### src/rtl/clk_mon_pkg.sv
// package: constants for the input clock validation monitor
// assumes a 125 MHz system clock that counts every reference edge
`default_nettype none
package clk_mon_pkg;
    localparam int unsigned num_refs = 4;
    localparam int unsigned cnt_width = 32;
    localparam int unsigned sel_width = 2;
    localparam int unsigned clk_mhz = 125;
    // coarse oscillator range in kHz, measured over a gate of sys cycles
    localparam int unsigned osc_min_khz = 9000;
    localparam int unsigned osc_max_khz = 160000;
    localparam int unsigned osc_gate_us = 8;
    localparam int unsigned osc_gate_cycles = osc_gate_us * clk_mhz;
    localparam logic [15:0] osc_min_count = 16'(osc_min_khz * osc_gate_us / 1000);
    localparam logic [15:0] osc_max_count = 16'(osc_max_khz * osc_gate_us / 1000);
    localparam logic [15:0] osc_gate_count = 16'(osc_gate_cycles);
    localparam logic [cnt_width-1:0] count_zero = 32'h0000_0000;
    localparam logic [cnt_width-1:0] count_one = 32'h0000_0001;
endpackage : clk_mon_pkg
`default_nettype wire

### src/rtl/clk_mon.sv
// input clock validation monitor: oscillator and per-reference checks
// assumes reference and oscillator pins are asynchronous; timing in sys cycles except the ppm gate, counted in oscillator edges
// Operation
// never enable ppm and pps detectors together
// oscillator flag clear only within 9-160 MHz; above half the sys clock the edge count aliases and can clear it
// bypass makes loop treat oscillator valid
// bypass leaves oscillator loss flag untouched
// each reference has independent monitors
// pps reference uses only phase monitor
// qualify after flags clear for timer duration
// enables, thresholds, timer programmable per input
// disabled monitor never flags, ignored
// pins show all inputs, status selected only
// ppm error measured against oscillator
// ppm flag has valid/invalid hysteresis
// longer averaging slows flag, limits threshold
// late window sets missing flag
// missing monitor only 2 kHz to f/12
// missing and runt share window, OR'd
// early pulse sets runt flag at once
// runt monitor only 2 kHz to f/12
// early detect only with late detect
// late threshold above longest period
// early threshold below shortest period
// pps window sets flag when late
// any flag disqualifies, restarts timer
`default_nettype none
module clk_mon
    import clk_mon_pkg::*;
(
    // system
    input wire logic clk_sys,
    input wire logic rst,
    // clock pins
    input wire logic osc_in,
    input wire logic [num_refs-1:0] ref_in,
    // oscillator control and status
    input wire logic osc_detect_bypass,
    output logic osc_loss_flag,
    output logic osc_valid,
    // per-reference enables
    input wire logic [num_refs-1:0] freq_mon_en,
    input wire logic [num_refs-1:0] late_mon_en,
    input wire logic [num_refs-1:0] early_mon_en,
    input wire logic [num_refs-1:0] pps_mon_en,
    input wire logic [num_refs-1:0] vtimer_en,
    // per-reference settings, flattened
    input wire logic [num_refs*cnt_width-1:0] nominal_period,
    input wire logic [num_refs*cnt_width-1:0] late_thresh,
    input wire logic [num_refs*cnt_width-1:0] early_thresh,
    input wire logic [num_refs*cnt_width-1:0] pps_jitter_margin,
    input wire logic [num_refs*cnt_width-1:0] vtimer_cycles,
    input wire logic [num_refs*cnt_width-1:0] freq_gate_osc,
    input wire logic [num_refs*cnt_width-1:0] freq_expect,
    input wire logic [num_refs*cnt_width-1:0] freq_valid_thresh,
    input wire logic [num_refs*cnt_width-1:0] freq_invalid_thresh,
    // loop selection
    input wire logic [sel_width-1:0] loop_sel,
    // status pins, all inputs
    output logic [num_refs-1:0] ref_freq_error_flag,
    output logic [num_refs-1:0] ref_window_flag,
    output logic [num_refs-1:0] ref_pps_flag,
    output logic [num_refs-1:0] ref_qualified,
    // status bits, selected input
    output logic sel_freq_error,
    output logic sel_window_flag,
    output logic sel_pps_flag,
    output logic sel_qualified
);

    function automatic logic [cnt_width-1:0] field(
        input logic [num_refs*cnt_width-1:0] bus,
        input int unsigned idx
    );
        field = bus[idx*cnt_width +: cnt_width];
    endfunction : field

    function automatic logic [cnt_width-1:0] abs_diff(
        input logic [cnt_width-1:0] a,
        input logic [cnt_width-1:0] b
    );
        abs_diff = (a > b) ? a - b : b - a;
    endfunction : abs_diff

    // window end from the last edge; clamps instead of wrapping past the top
    function automatic logic [cnt_width-1:0] win_limit(
        input logic [cnt_width-1:0] base,
        input logic [cnt_width-1:0] offs
    );
        logic [cnt_width:0] sum;
        sum = {1'b0, base} + {1'b0, offs};
        win_limit = sum[cnt_width] ? {cnt_width{1'b1}} : sum[cnt_width-1:0];
    endfunction : win_limit

    function automatic logic [cnt_width-1:0] sat_sub(
        input logic [cnt_width-1:0] a,
        input logic [cnt_width-1:0] b
    );
        sat_sub = (a > b) ? a - b : count_zero;
    endfunction : sat_sub

    // ------------------------------------------------------------
    // synchronisers and edge detect
    // ------------------------------------------------------------
    logic osc_s1_q, osc_s2_q, osc_s3_q;
    logic [num_refs-1:0] ref_s1_q, ref_s2_q, ref_s3_q;
    logic osc_edge;
    logic [num_refs-1:0] ref_edge;

    always_ff @(posedge clk_sys or posedge rst) begin
        if (rst) begin
            osc_s1_q <= 1'b0;
            osc_s2_q <= 1'b0;
            osc_s3_q <= 1'b0;
            ref_s1_q <= '0;
            ref_s2_q <= '0;
            ref_s3_q <= '0;
        end else begin
            osc_s1_q <= osc_in;
            osc_s2_q <= osc_s1_q;
            osc_s3_q <= osc_s2_q;
            ref_s1_q <= ref_in;
            ref_s2_q <= ref_s1_q;
            ref_s3_q <= ref_s2_q;
        end
    end

    assign osc_edge = osc_s2_q & ~osc_s3_q;
    assign ref_edge = ref_s2_q & ~ref_s3_q;

    // ------------------------------------------------------------
    // coarse oscillator frequency check
    // ------------------------------------------------------------
    logic [15:0] osc_gate_q, osc_gate_d, osc_cnt_q, osc_cnt_d;
    logic osc_loss_q, osc_loss_d, osc_valid_q, osc_valid_d;
    // edges pass the synchroniser, so an oscillator above half the system
    // clock aliases; the upper bound only holds for what can be sampled

    always_comb begin
        osc_gate_d = osc_gate_q + 16'h0001;
        osc_cnt_d = osc_cnt_q + {15'h0000, osc_edge};
        osc_loss_d = osc_loss_q;
        if (osc_gate_q == osc_gate_count - 16'h0001) begin
            osc_gate_d = 16'h0000;
            osc_cnt_d = 16'h0000;
            osc_loss_d = !(osc_cnt_q >= osc_min_count && osc_cnt_q <= osc_max_count);
        end
        osc_valid_d = osc_detect_bypass | ~osc_loss_d;
    end

    always_ff @(posedge clk_sys or posedge rst) begin
        if (rst) begin
            osc_gate_q <= 16'h0000;
            osc_cnt_q <= 16'h0000;
            osc_loss_q <= 1'b1;
            osc_valid_q <= 1'b0;
        end else begin
            osc_gate_q <= osc_gate_d;
            osc_cnt_q <= osc_cnt_d;
            osc_loss_q <= osc_loss_d;
            osc_valid_q <= osc_valid_d;
        end
    end

    // ------------------------------------------------------------
    // per-reference monitors
    // ------------------------------------------------------------
    logic [cnt_width-1:0] win_q [num_refs];
    logic [cnt_width-1:0] win_d [num_refs];
    logic [cnt_width-1:0] fosc_q [num_refs];
    logic [cnt_width-1:0] fosc_d [num_refs];
    logic [cnt_width-1:0] fref_q [num_refs];
    logic [cnt_width-1:0] fref_d [num_refs];
    logic [cnt_width-1:0] vt_q [num_refs];
    logic [cnt_width-1:0] vt_d [num_refs];
    logic [num_refs-1:0] late_q, late_d, early_q, early_d;
    logic [num_refs-1:0] pps_q, pps_d, freq_q, freq_d, qual_q, qual_d;

    always_comb begin
        for (int i = 0; i < num_refs; i++) begin
            logic [cnt_width-1:0] err;
            logic any_flag;
            err = abs_diff(fref_q[i], field(freq_expect, i));
            any_flag = 1'b0;
            win_d[i] = win_q[i] + count_one;
            late_d[i] = late_q[i];
            early_d[i] = early_q[i];
            pps_d[i] = pps_q[i];
            fosc_d[i] = fosc_q[i] + {31'h0000_0000, osc_edge};
            fref_d[i] = fref_q[i] + {31'h0000_0000, ref_edge[i]};
            freq_d[i] = freq_q[i];
            // shared window: early and late share one counter
            if (ref_edge[i]) begin
                win_d[i] = count_zero;
                late_d[i] = 1'b0;
                early_d[i] = win_q[i] <
                    sat_sub(field(nominal_period, i), field(early_thresh, i));
                pps_d[i] = 1'b0;
            end else begin
                if (win_q[i] >= win_limit(field(nominal_period, i), field(late_thresh, i)))
                    late_d[i] = 1'b1;
                if (win_q[i] >= win_limit(field(nominal_period, i), field(pps_jitter_margin, i)))
                    pps_d[i] = 1'b1;
                if (win_q[i] == '1)
                    win_d[i] = win_q[i];
            end
            // ppm detector: ref edges over a gate of oscillator edges
            if (fosc_q[i] >= field(freq_gate_osc, i)) begin
                fosc_d[i] = count_zero;
                fref_d[i] = count_zero;
                if (err < field(freq_valid_thresh, i))
                    freq_d[i] = 1'b0;
                else if (err > field(freq_invalid_thresh, i))
                    freq_d[i] = 1'b1;
            end
            // disabled monitors hold their flag clear
            if (!late_mon_en[i]) late_d[i] = 1'b0;
            if (!(early_mon_en[i] && late_mon_en[i])) early_d[i] = 1'b0;
            if (!pps_mon_en[i]) pps_d[i] = 1'b0;
            if (!freq_mon_en[i]) freq_d[i] = 1'b0;
            any_flag = late_d[i] | early_d[i] | pps_d[i] | freq_d[i];
            vt_d[i] = vt_q[i];
            qual_d[i] = qual_q[i];
            if (any_flag) begin
                vt_d[i] = count_zero;
                qual_d[i] = 1'b0;
            end else if (!vtimer_en[i]) begin
                qual_d[i] = 1'b1;
            end else if (vt_q[i] >= field(vtimer_cycles, i)) begin
                qual_d[i] = 1'b1;
            end else begin
                vt_d[i] = vt_q[i] + count_one;
            end
        end
    end

    always_ff @(posedge clk_sys or posedge rst) begin
        if (rst) begin
            for (int i = 0; i < num_refs; i++) begin
                win_q[i] <= count_zero;
                fosc_q[i] <= count_zero;
                fref_q[i] <= count_zero;
                vt_q[i] <= count_zero;
            end
            late_q <= '0;
            early_q <= '0;
            pps_q <= '0;
            freq_q <= '0;
            qual_q <= '0;
        end else begin
            for (int i = 0; i < num_refs; i++) begin
                win_q[i] <= win_d[i];
                fosc_q[i] <= fosc_d[i];
                fref_q[i] <= fref_d[i];
                vt_q[i] <= vt_d[i];
            end
            late_q <= late_d;
            early_q <= early_d;
            pps_q <= pps_d;
            freq_q <= freq_d;
            qual_q <= qual_d;
        end
    end

    // ------------------------------------------------------------
    // status outputs
    // ------------------------------------------------------------
    logic [num_refs-1:0] winf_q, winf_d;
    logic sel_f_q, sel_w_q, sel_p_q, sel_q_q;
    logic sel_f_d, sel_w_d, sel_p_d, sel_q_d;

    always_comb begin
        winf_d = late_q | early_q;
        sel_f_d = freq_q[loop_sel];
        sel_w_d = winf_d[loop_sel];
        sel_p_d = pps_q[loop_sel];
        sel_q_d = qual_q[loop_sel];
    end

    always_ff @(posedge clk_sys or posedge rst) begin
        if (rst) begin
            winf_q <= '0;
            sel_f_q <= 1'b0;
            sel_w_q <= 1'b0;
            sel_p_q <= 1'b0;
            sel_q_q <= 1'b0;
        end else begin
            winf_q <= winf_d;
            sel_f_q <= sel_f_d;
            sel_w_q <= sel_w_d;
            sel_p_q <= sel_p_d;
            sel_q_q <= sel_q_d;
        end
    end

    assign osc_loss_flag = osc_loss_q;
    assign osc_valid = osc_valid_q;
    assign ref_freq_error_flag = freq_q;
    assign ref_window_flag = winf_q;
    assign ref_pps_flag = pps_q;
    assign ref_qualified = qual_q;
    assign sel_freq_error = sel_f_q;
    assign sel_window_flag = sel_w_q;
    assign sel_pps_flag = sel_p_q;
    assign sel_qualified = sel_q_q;

endmodule : clk_mon
`default_nettype wire

### config.mk
export PLATFORM = sky130hd
export DESIGN_NAME = clk_mon
export DESIGN_NICKNAME = d
export VERILOG_FILES = /design/src/rtl/clk_mon_pkg.sv /design/src/rtl/clk_mon.sv
export SDC_FILE = /design/constraint.sdc
export NUM_CORES = 2
export LEC_CHECK = 0
export ABC_AREA = 1
export BUFFER_PORTS_ARGS = -buffer_cell sky130_fd_sc_hd__buf_2
export CELL_PAD_IN_SITES_DETAIL_PLACEMENT = 0
export CELL_PAD_IN_SITES_GLOBAL_PLACEMENT = 1
export CORE_ASPECT_RATIO = 0.5
export CORE_MARGIN = 2
export CORE_UTILIZATION = 40
export DETAILED_ROUTE_END_ITERATION = 8
export PLACE_DENSITY_LB_ADDON = 0.1
export SLEW_MARGIN = 20
export SYNTH_ARGS = -nofsm -noshare
export SYNTH_HDL_FRONTEND = slang
export SYNTH_SLANG_ARGS = --single-unit
### constraint.sdc
create_clock -name clk_sys -period 20.1 [get_ports clk_sys]
set_input_delay 2.01 -clock clk_sys [delete_from_list [all_inputs] [get_ports clk_sys]]
set_output_delay 2.01 -clock clk_sys [all_outputs]
set_load 0.02 [all_outputs]
# After elaboration in Yosys (flattened, before gate mapping)
# Index checks and enable logic that the tools add are counted.
# Widths: inputs -> output; s select.
dict set report classes {
  addsub 38
  reduce_logical 14
  n_bitwise 19
  n_eq_ne 17
  magnitude_cmp 39
  n_mux 115
}
# operator n
set op_table {}
lappend op_table {{$mux 32} 44}
lappend op_table {{$ge 32x32->1} 16}
lappend op_table {{$gt 32x32->1} 12}
lappend op_table {{$sub 32x32->32} 12}
lappend op_table {{$add 32x32->33} 8}
lappend op_table {{$add 32x1->32} 8}
lappend op_table {{$add 32x1->32 const B} 8}
lappend op_table {{$lt 32x32->1} 8}
lappend op_table {{$eq 32x32->1 const B} 4}
lappend op_table {{$mux 1} 65}
lappend op_table {{$mux 16} 2}
lappend op_table {{$add 16x1->16} 1}
lappend op_table {{$add 16x1->16 const B} 1}
lappend op_table {{$eq 16x10->1 const B} 1}
lappend op_table {{$ge 16x7->1 const B} 1}
lappend op_table {{$le 16x11->1 const B} 1}
lappend op_table {{$ne 2x2->1 const B} 8}
lappend op_table {{$or 1x1->1} 13}
lappend op_table {{$ne 3x1->1 const B} 4}
lappend op_table {{$bmux 1 s2} 4}
lappend op_table {{$reduce_and 2->1} 4}
lappend op_table {{$reduce_bool 2->1} 4}
lappend op_table {{$logic_and 1x1->1} 5}
lappend op_table {{$and 4x4->4} 1}
lappend op_table {{6 further kinds} 7}
dict set report word_totals {
  reg_bits 589
  word_cells 281
}

# Logic depth before layout (Yosys ltp)
dict set report logic_depth {
  depth_word 11
  ltp_mapped 39
}

# Least setup slack after synthesis
# No wires, ideal clock.
dict set report synth_path {
  path_type {input to register}
  start {input port freq_expect[96]}
  end {register vt_q[12] (netlist bit)}
  setup_slack_ns 14.145
  cell_stages 38
  setup_time_ns 0.121
  arrival_ns 5.833
  required_time_ns 19.979
  path_buffers 2
  path_cell_list {ha_1 > inv_1 > fa_1 > inv_1 > o21ai_1 > nand2_1 > nand2_1 > a21oi_1 > o21ai_1 > nand2_1 > nand2_1 > nand2_2 > inv_2 > buf_4 > nand3_1 > o21ai_1 > o22ai_1 > nand2_1 > [... 2 more ...] > nand2_1 > inv_1 > ha_1 > nand2_1 > nor2_1 > nand2_1 > nor3_1 > nor4b_1 > o21ai_0 > nand2_1 > nand3_1 > nand2_1 > nand3_1 > nand2_1 > inv_1 > nand2_1 > buf_2 > nor2_1}
}
dict set report synth_via {
  elab_chain_cells 10
  word_cells_on_any_way 15
  cone_classes {2 x add/sub; 3 x order compare; 1 x eq/ne; 6 x mux; 1 x bitwise; 2 x reduce/logical}
}
# item line_no
set synth_lines {}
lappend synth_lines {{start: declaration} clk_mon.sv:54} ;# input wire logic [num_refs*cnt_width-1:0] freq_expect,
lappend synth_lines {{$sub 32x32->32 or $gt 32x32->1 (tied branches)} clk_mon.sv:82} ;# abs_diff = (a > b) ? a - b : b - a;
lappend synth_lines {{$mux 32 *} clk_mon.sv:82}
lappend synth_lines {{$gt 32x32->1} clk_mon.sv:213} ;# else if (err > field(freq_invalid_thresh, i))
lappend synth_lines {{$mux 1} clk_mon.sv:213}
lappend synth_lines {{$mux 1 *} clk_mon.sv:211} ;# if (err < field(freq_valid_thresh, i))
lappend synth_lines {{$mux 1 *} clk_mon.sv:208} ;# if (fosc_q[i] >= field(freq_gate_osc, i)) begin
lappend synth_lines {{$mux 1 *} clk_mon.sv:220} ;# if (!freq_mon_en[i]) freq_d[i] = 1'b0;
lappend synth_lines {{$or 1x1->1 *} clk_mon.sv:221} ;# any_flag = late_d[i] | early_d[i] | pps_d[i] | freq_d[i];
lappend synth_lines {{$ne 2x2->1 (no line) or $reduce_bool 2->1 (tied branches)} --}
lappend synth_lines {{$reduce_and 2->1 (no line)} --}
lappend synth_lines {{end signal: indexed assignment} clk_mon.sv:243} ;# vt_q[i] <= count_zero;
lappend synth_lines {{end signal: indexed assignment} clk_mon.sv:255} ;# vt_q[i] <= vt_d[i];
lappend synth_lines {{end: declaration} clk_mon.sv:174} ;# logic [cnt_width-1:0] vt_q [num_refs];
# Every way passes the cells marked *; elsewhere a longest branch is shown, timed or not.
# A chain may end at the register's enable or synchronous reset.

# Final worst setup path
dict set report layout_path {
  start {input port freq_expect[103]}
  end {register vt_q[30] (netlist bit)}
}
# The elaborated chain is that of the path after synthesis.

==> summary.md <==
| Metric | Value |
|---|---|
| CTS tree | built |
| Pwr/cell area | 62.3 mW/mm^2 |
| Die Width | between 600 and 700 um |
| Register area | about 0.015 sq mm |
| Hold Path Class | reg2reg |
| Final wirelength | about 330 mm |
| Yosys cell types | 79 |
| Maximum clock rate | around 120 MHz |
| CP arrival | just under 9 ns |
| WHS | about 0.35 ns |
| Row count | between 100 and 150 |
| Antenna violations before repair | approximately 170 |
| Most frequent cells in the layout | 2,228 x inv_1, 2,142 x nand2_1, 1,551 x ha_1 |
| Num CTS Buffers | 72 |
| Clock tree buffer depth | 3 |
| Hold Fails Final Rpt | 0 |
| CP Launch Type | primary input |
| Most common cell after layout, fill and taps aside | inv_1 |
| Main synth FF type | dfrtp_1 |
| #FFs+latches synth | slightly below 600 |
| Max VDD drop | about 0.064 mV |
| Vias | ~90,000 |
| Clock Latency Late Sink | ~0.7 ns |
| Critical path fanouts, max | 42 |
| Syn. warnings | 0 |
| Die H | ~330 um |
| RR Startpoint | fref_q[0]$_DFF_PP0_ |
| Setup-failing EPs final | 0 |
| DR pass1 iterations | 6 |
| Vias per inst | 5.26 |
| Mux share of post-synthesis cell area | less than 1% |
| Routed Antenna Nets | 0 |
| HP Start | ref_s1_q[3]$_DFF_PP0_ |
| Synth Area in XOR/XNOR | under 10% |
| Post-synthesis adder-cell area fraction | between 20% and 30% |
| I/O pin count | about 1,200 |
| Clock Skew | 0.0552 ns |
| All-Layer GR Usage | 29.4% |
| Async set-reset flop share out of synthesis | 100% |
| Synth Area in Compound Gates | a little under a fifth |
| Slowest cell on the critical path | nand2_2 |
| Post-DP HPWL | a little under 300 mm |
| Starting Density | around two fifths |
| Sequential share of the synthesized area | between 10% and 20% |
| RSZ-0062 raised after global routing | false |
| Core area | about 0.21 sq mm |
| Number of flops mapped to enable cells by yosys | 0 |
| Nets@finish | between 15,000 and 20,000 |
| Fin crit period | around 8.4 ns |
| Synth Net Count | approximately 16,000 |
| Multi-input logic area | about 0.062 sq mm |
| GRT overflow | 0 |
| CTS HTree Levels | 3 |
| Final TNS setup | 0 ns |
| Overall power | 6120 uW |
| Max Slew Vio Count | 0 |
| Post-synthesis cell area | between 0.08 and 0.09 sq mm |
| Largest family of logic cells by synthesized area | simple AND/OR/NAND/NOR gates |
| CTS Sinks | between 500 and 600 |
| Resized cells post-CTS | 0 |
| Max-Slew Margin vs Limit | a little over a third |
| Area grow syn2layout | 14.0% |
| Synth Area in Simple Gates | 25.0% |
| Post-CTS Repair Setup Buffers | 0 |
| R2R cell count | 37 |
| End of the worst register-to-register path | vt_q[30]$_DFFE_PP0P_ |
| Slowest stage delay, CP | about 0.64 ns |
| Vias in the first global route | 87,800 |
| Hold buffers post-CTS | 0 |
| Status | finished, final reports clean |
| Largest net degree at the start of global routing | 129 |
| CTS Root Cell | clkbuf_16 |
| Fill cells | approximately 23,000 |
| Die area | between 0.2 and 0.25 sq mm |
| Required @ worst endpoint | approximately 21 ns |
| Static Leak | approximately 0.052 uW |
| First-pass GRT wire length | roughly 510 mm |
| Setup CP Type | in2reg |
| Worst Tran Pin Value | 0.966 ns |
| Layout cells sized above 1 | 11.6% |
| First DRT Iteration DRCs | around 5,600 |
| Hold worst-path end | ref_s2_q[3]$_DFF_PP0_ |
| Nature of the critical path endpoint | flip-flop |
| Routability cong. | 0.985 |
| Most used cell, CP | nand2_1 |
| Max Cap Viol | 0 |
| R2R Setup Slk | about 13 ns |
| Syn avg cell area | ~6.7 sq um |
| Final worst-path cycle share | a little over two fifths |
| Syn Inst Count | roughly 13,000 |
| Worst hold path depth | 0 |
| Clock transition at path regs | 0.06 ns |
| Average wire per standard cell | approximately 20 um |
| PortBufs | ~1,200 |
| Drc violations | 0 |
-- worst max-delay path: cells and delay by family --
family,cells,cell delay [ns]
fa+ha+maj,2,0.66
simple gates,21,4.14
compound gates,7,1.20
buf+inv,6,0.87
-- stage by stage --
| stage | std cells | instance area, sq um | utilization, % | worst slack, ns |
|---|---|---|---|---|
| after floorplan | 12900 | 86100 | - | 1.61 |
| after global placement | 16900 | 95500 | 44.6 | 10.89 |
| after detailed placement | 16900 | 95500 | 44.6 | 10.78 |
| after CTS | 17000 | 97900 | 45.8 | 11.52 |
| after global routing | 17100 | 98100 | 45.9 | 11.20 |
| final | 17100 | 98200 | 45.9 | 11.70 |
-- metal layers --
| layer | vias to the layer above | global-route usage (%) | wire [um] |
|---|---|---|---|
| li1 | 45500 | - | - |
| met1 | 41700 | 36.5 | 144000 |
| met2 | 2030 | 51.3 | 160000 |
| met3 | 616 | 3.17 | 13900 |
| met4 | 42 | 13.3 | 15700 |
| met5 | - | 0 | 268 |
-- worst max path at each step --
stage	from	end	slack [ns]
6_report	freq_expect[103]	vt_q[30]$_DFFE_PP0P_	11.70
5_1_grt	freq_expect[103]	vt_q[16]$_DFFE_PP0P_	11.20
4_1_cts	freq_expect[103]	vt_q[16]$_DFFE_PP0P_	11.52
3_5_place_dp	freq_expect[103]	vt_q[16]$_DFFE_PP0P_	10.78
3_3_place_gp	freq_expect[103]	vt_q[28]$_DFFE_PP0P_	10.89
2_1_floorplan	rst	early_q[0]$_DFF_PP0_	1.61
-- cells in the mapped netlist, drive strengths merged, types with 20 or more instances --
library cell  number  area (sq um)
inv             2256          8470
o21a              76           571
a31oi             95           594
a211oi            93           698
a21oi           1378          6910
nor3b             41           313
fa                20           400
dfrtp            588         14700
nand2           2167          8190
nand4            219          1380
buf               53           294
o21bai            46           345
ha              1551         19400
nor2            1517          5860
a21o              51           383
o31ai             28           210
nor3             370          2050
xnor2            175          1530
nand3            422          2130
o221ai            57           505
o21ai            721          3610
a221oi            33           302
nor4              94           738
or2               86           538
mux2i             22           220
o211ai            39           298
clkbuf            77           290
xor2             372          3260
a21boi            98           736
-- layout make-up --
type	count	share of cell area, %
Sequential cell	589	15.0
Antenna cell	105	0.268
Clock buffer	101	2.17
Multi-Input combinational cell	9907	63.5
Inverter	2259	8.64
Clock inverter	30	0.345
Timing Repair Buffer	1235	6.39
Tap cell	2867	3.65
-- state kept, by name (all words and copies together), names as in the netlist --
name                 flops
sel_qualified            1
sel_pps_flag             1
ref_pps_flag             4
fosc_q                 128
osc_s2_q                 1
osc_valid                1
fref_q                 128
ref_s3_q                 4
sel_window_flag          1
osc_s3_q                 1
osc_loss_flag            1
early_q                  4
vt_q                   128
late_q                   4
win_q                  128
ref_qualified            4
ref_window_flag          4
osc_cnt_q               16
ref_freq_error_flag      4
ref_s2_q                 4
sel_freq_error           1
osc_s1_q                 1
ref_s1_q                 4
osc_gate_q              16
-- report_power, final --
group	switching (uW)	leakage [uW]	internal [uW]
Sequential	171	0.00800	1300
Combinational	2050	0.0430	1170
Clock	630	0.00121	800
-- logic make-up after synthesis --
logic type / Yosys count
and+or+nand+nor: 4961
xor gates and xnor gates: 547
DFF: 589
muxes: 34
adders and majority gates: 1571
AOI/OAI and AO/OA: 2794
buffers and inverters: 2389
Power figures use the tool's default switching activity.
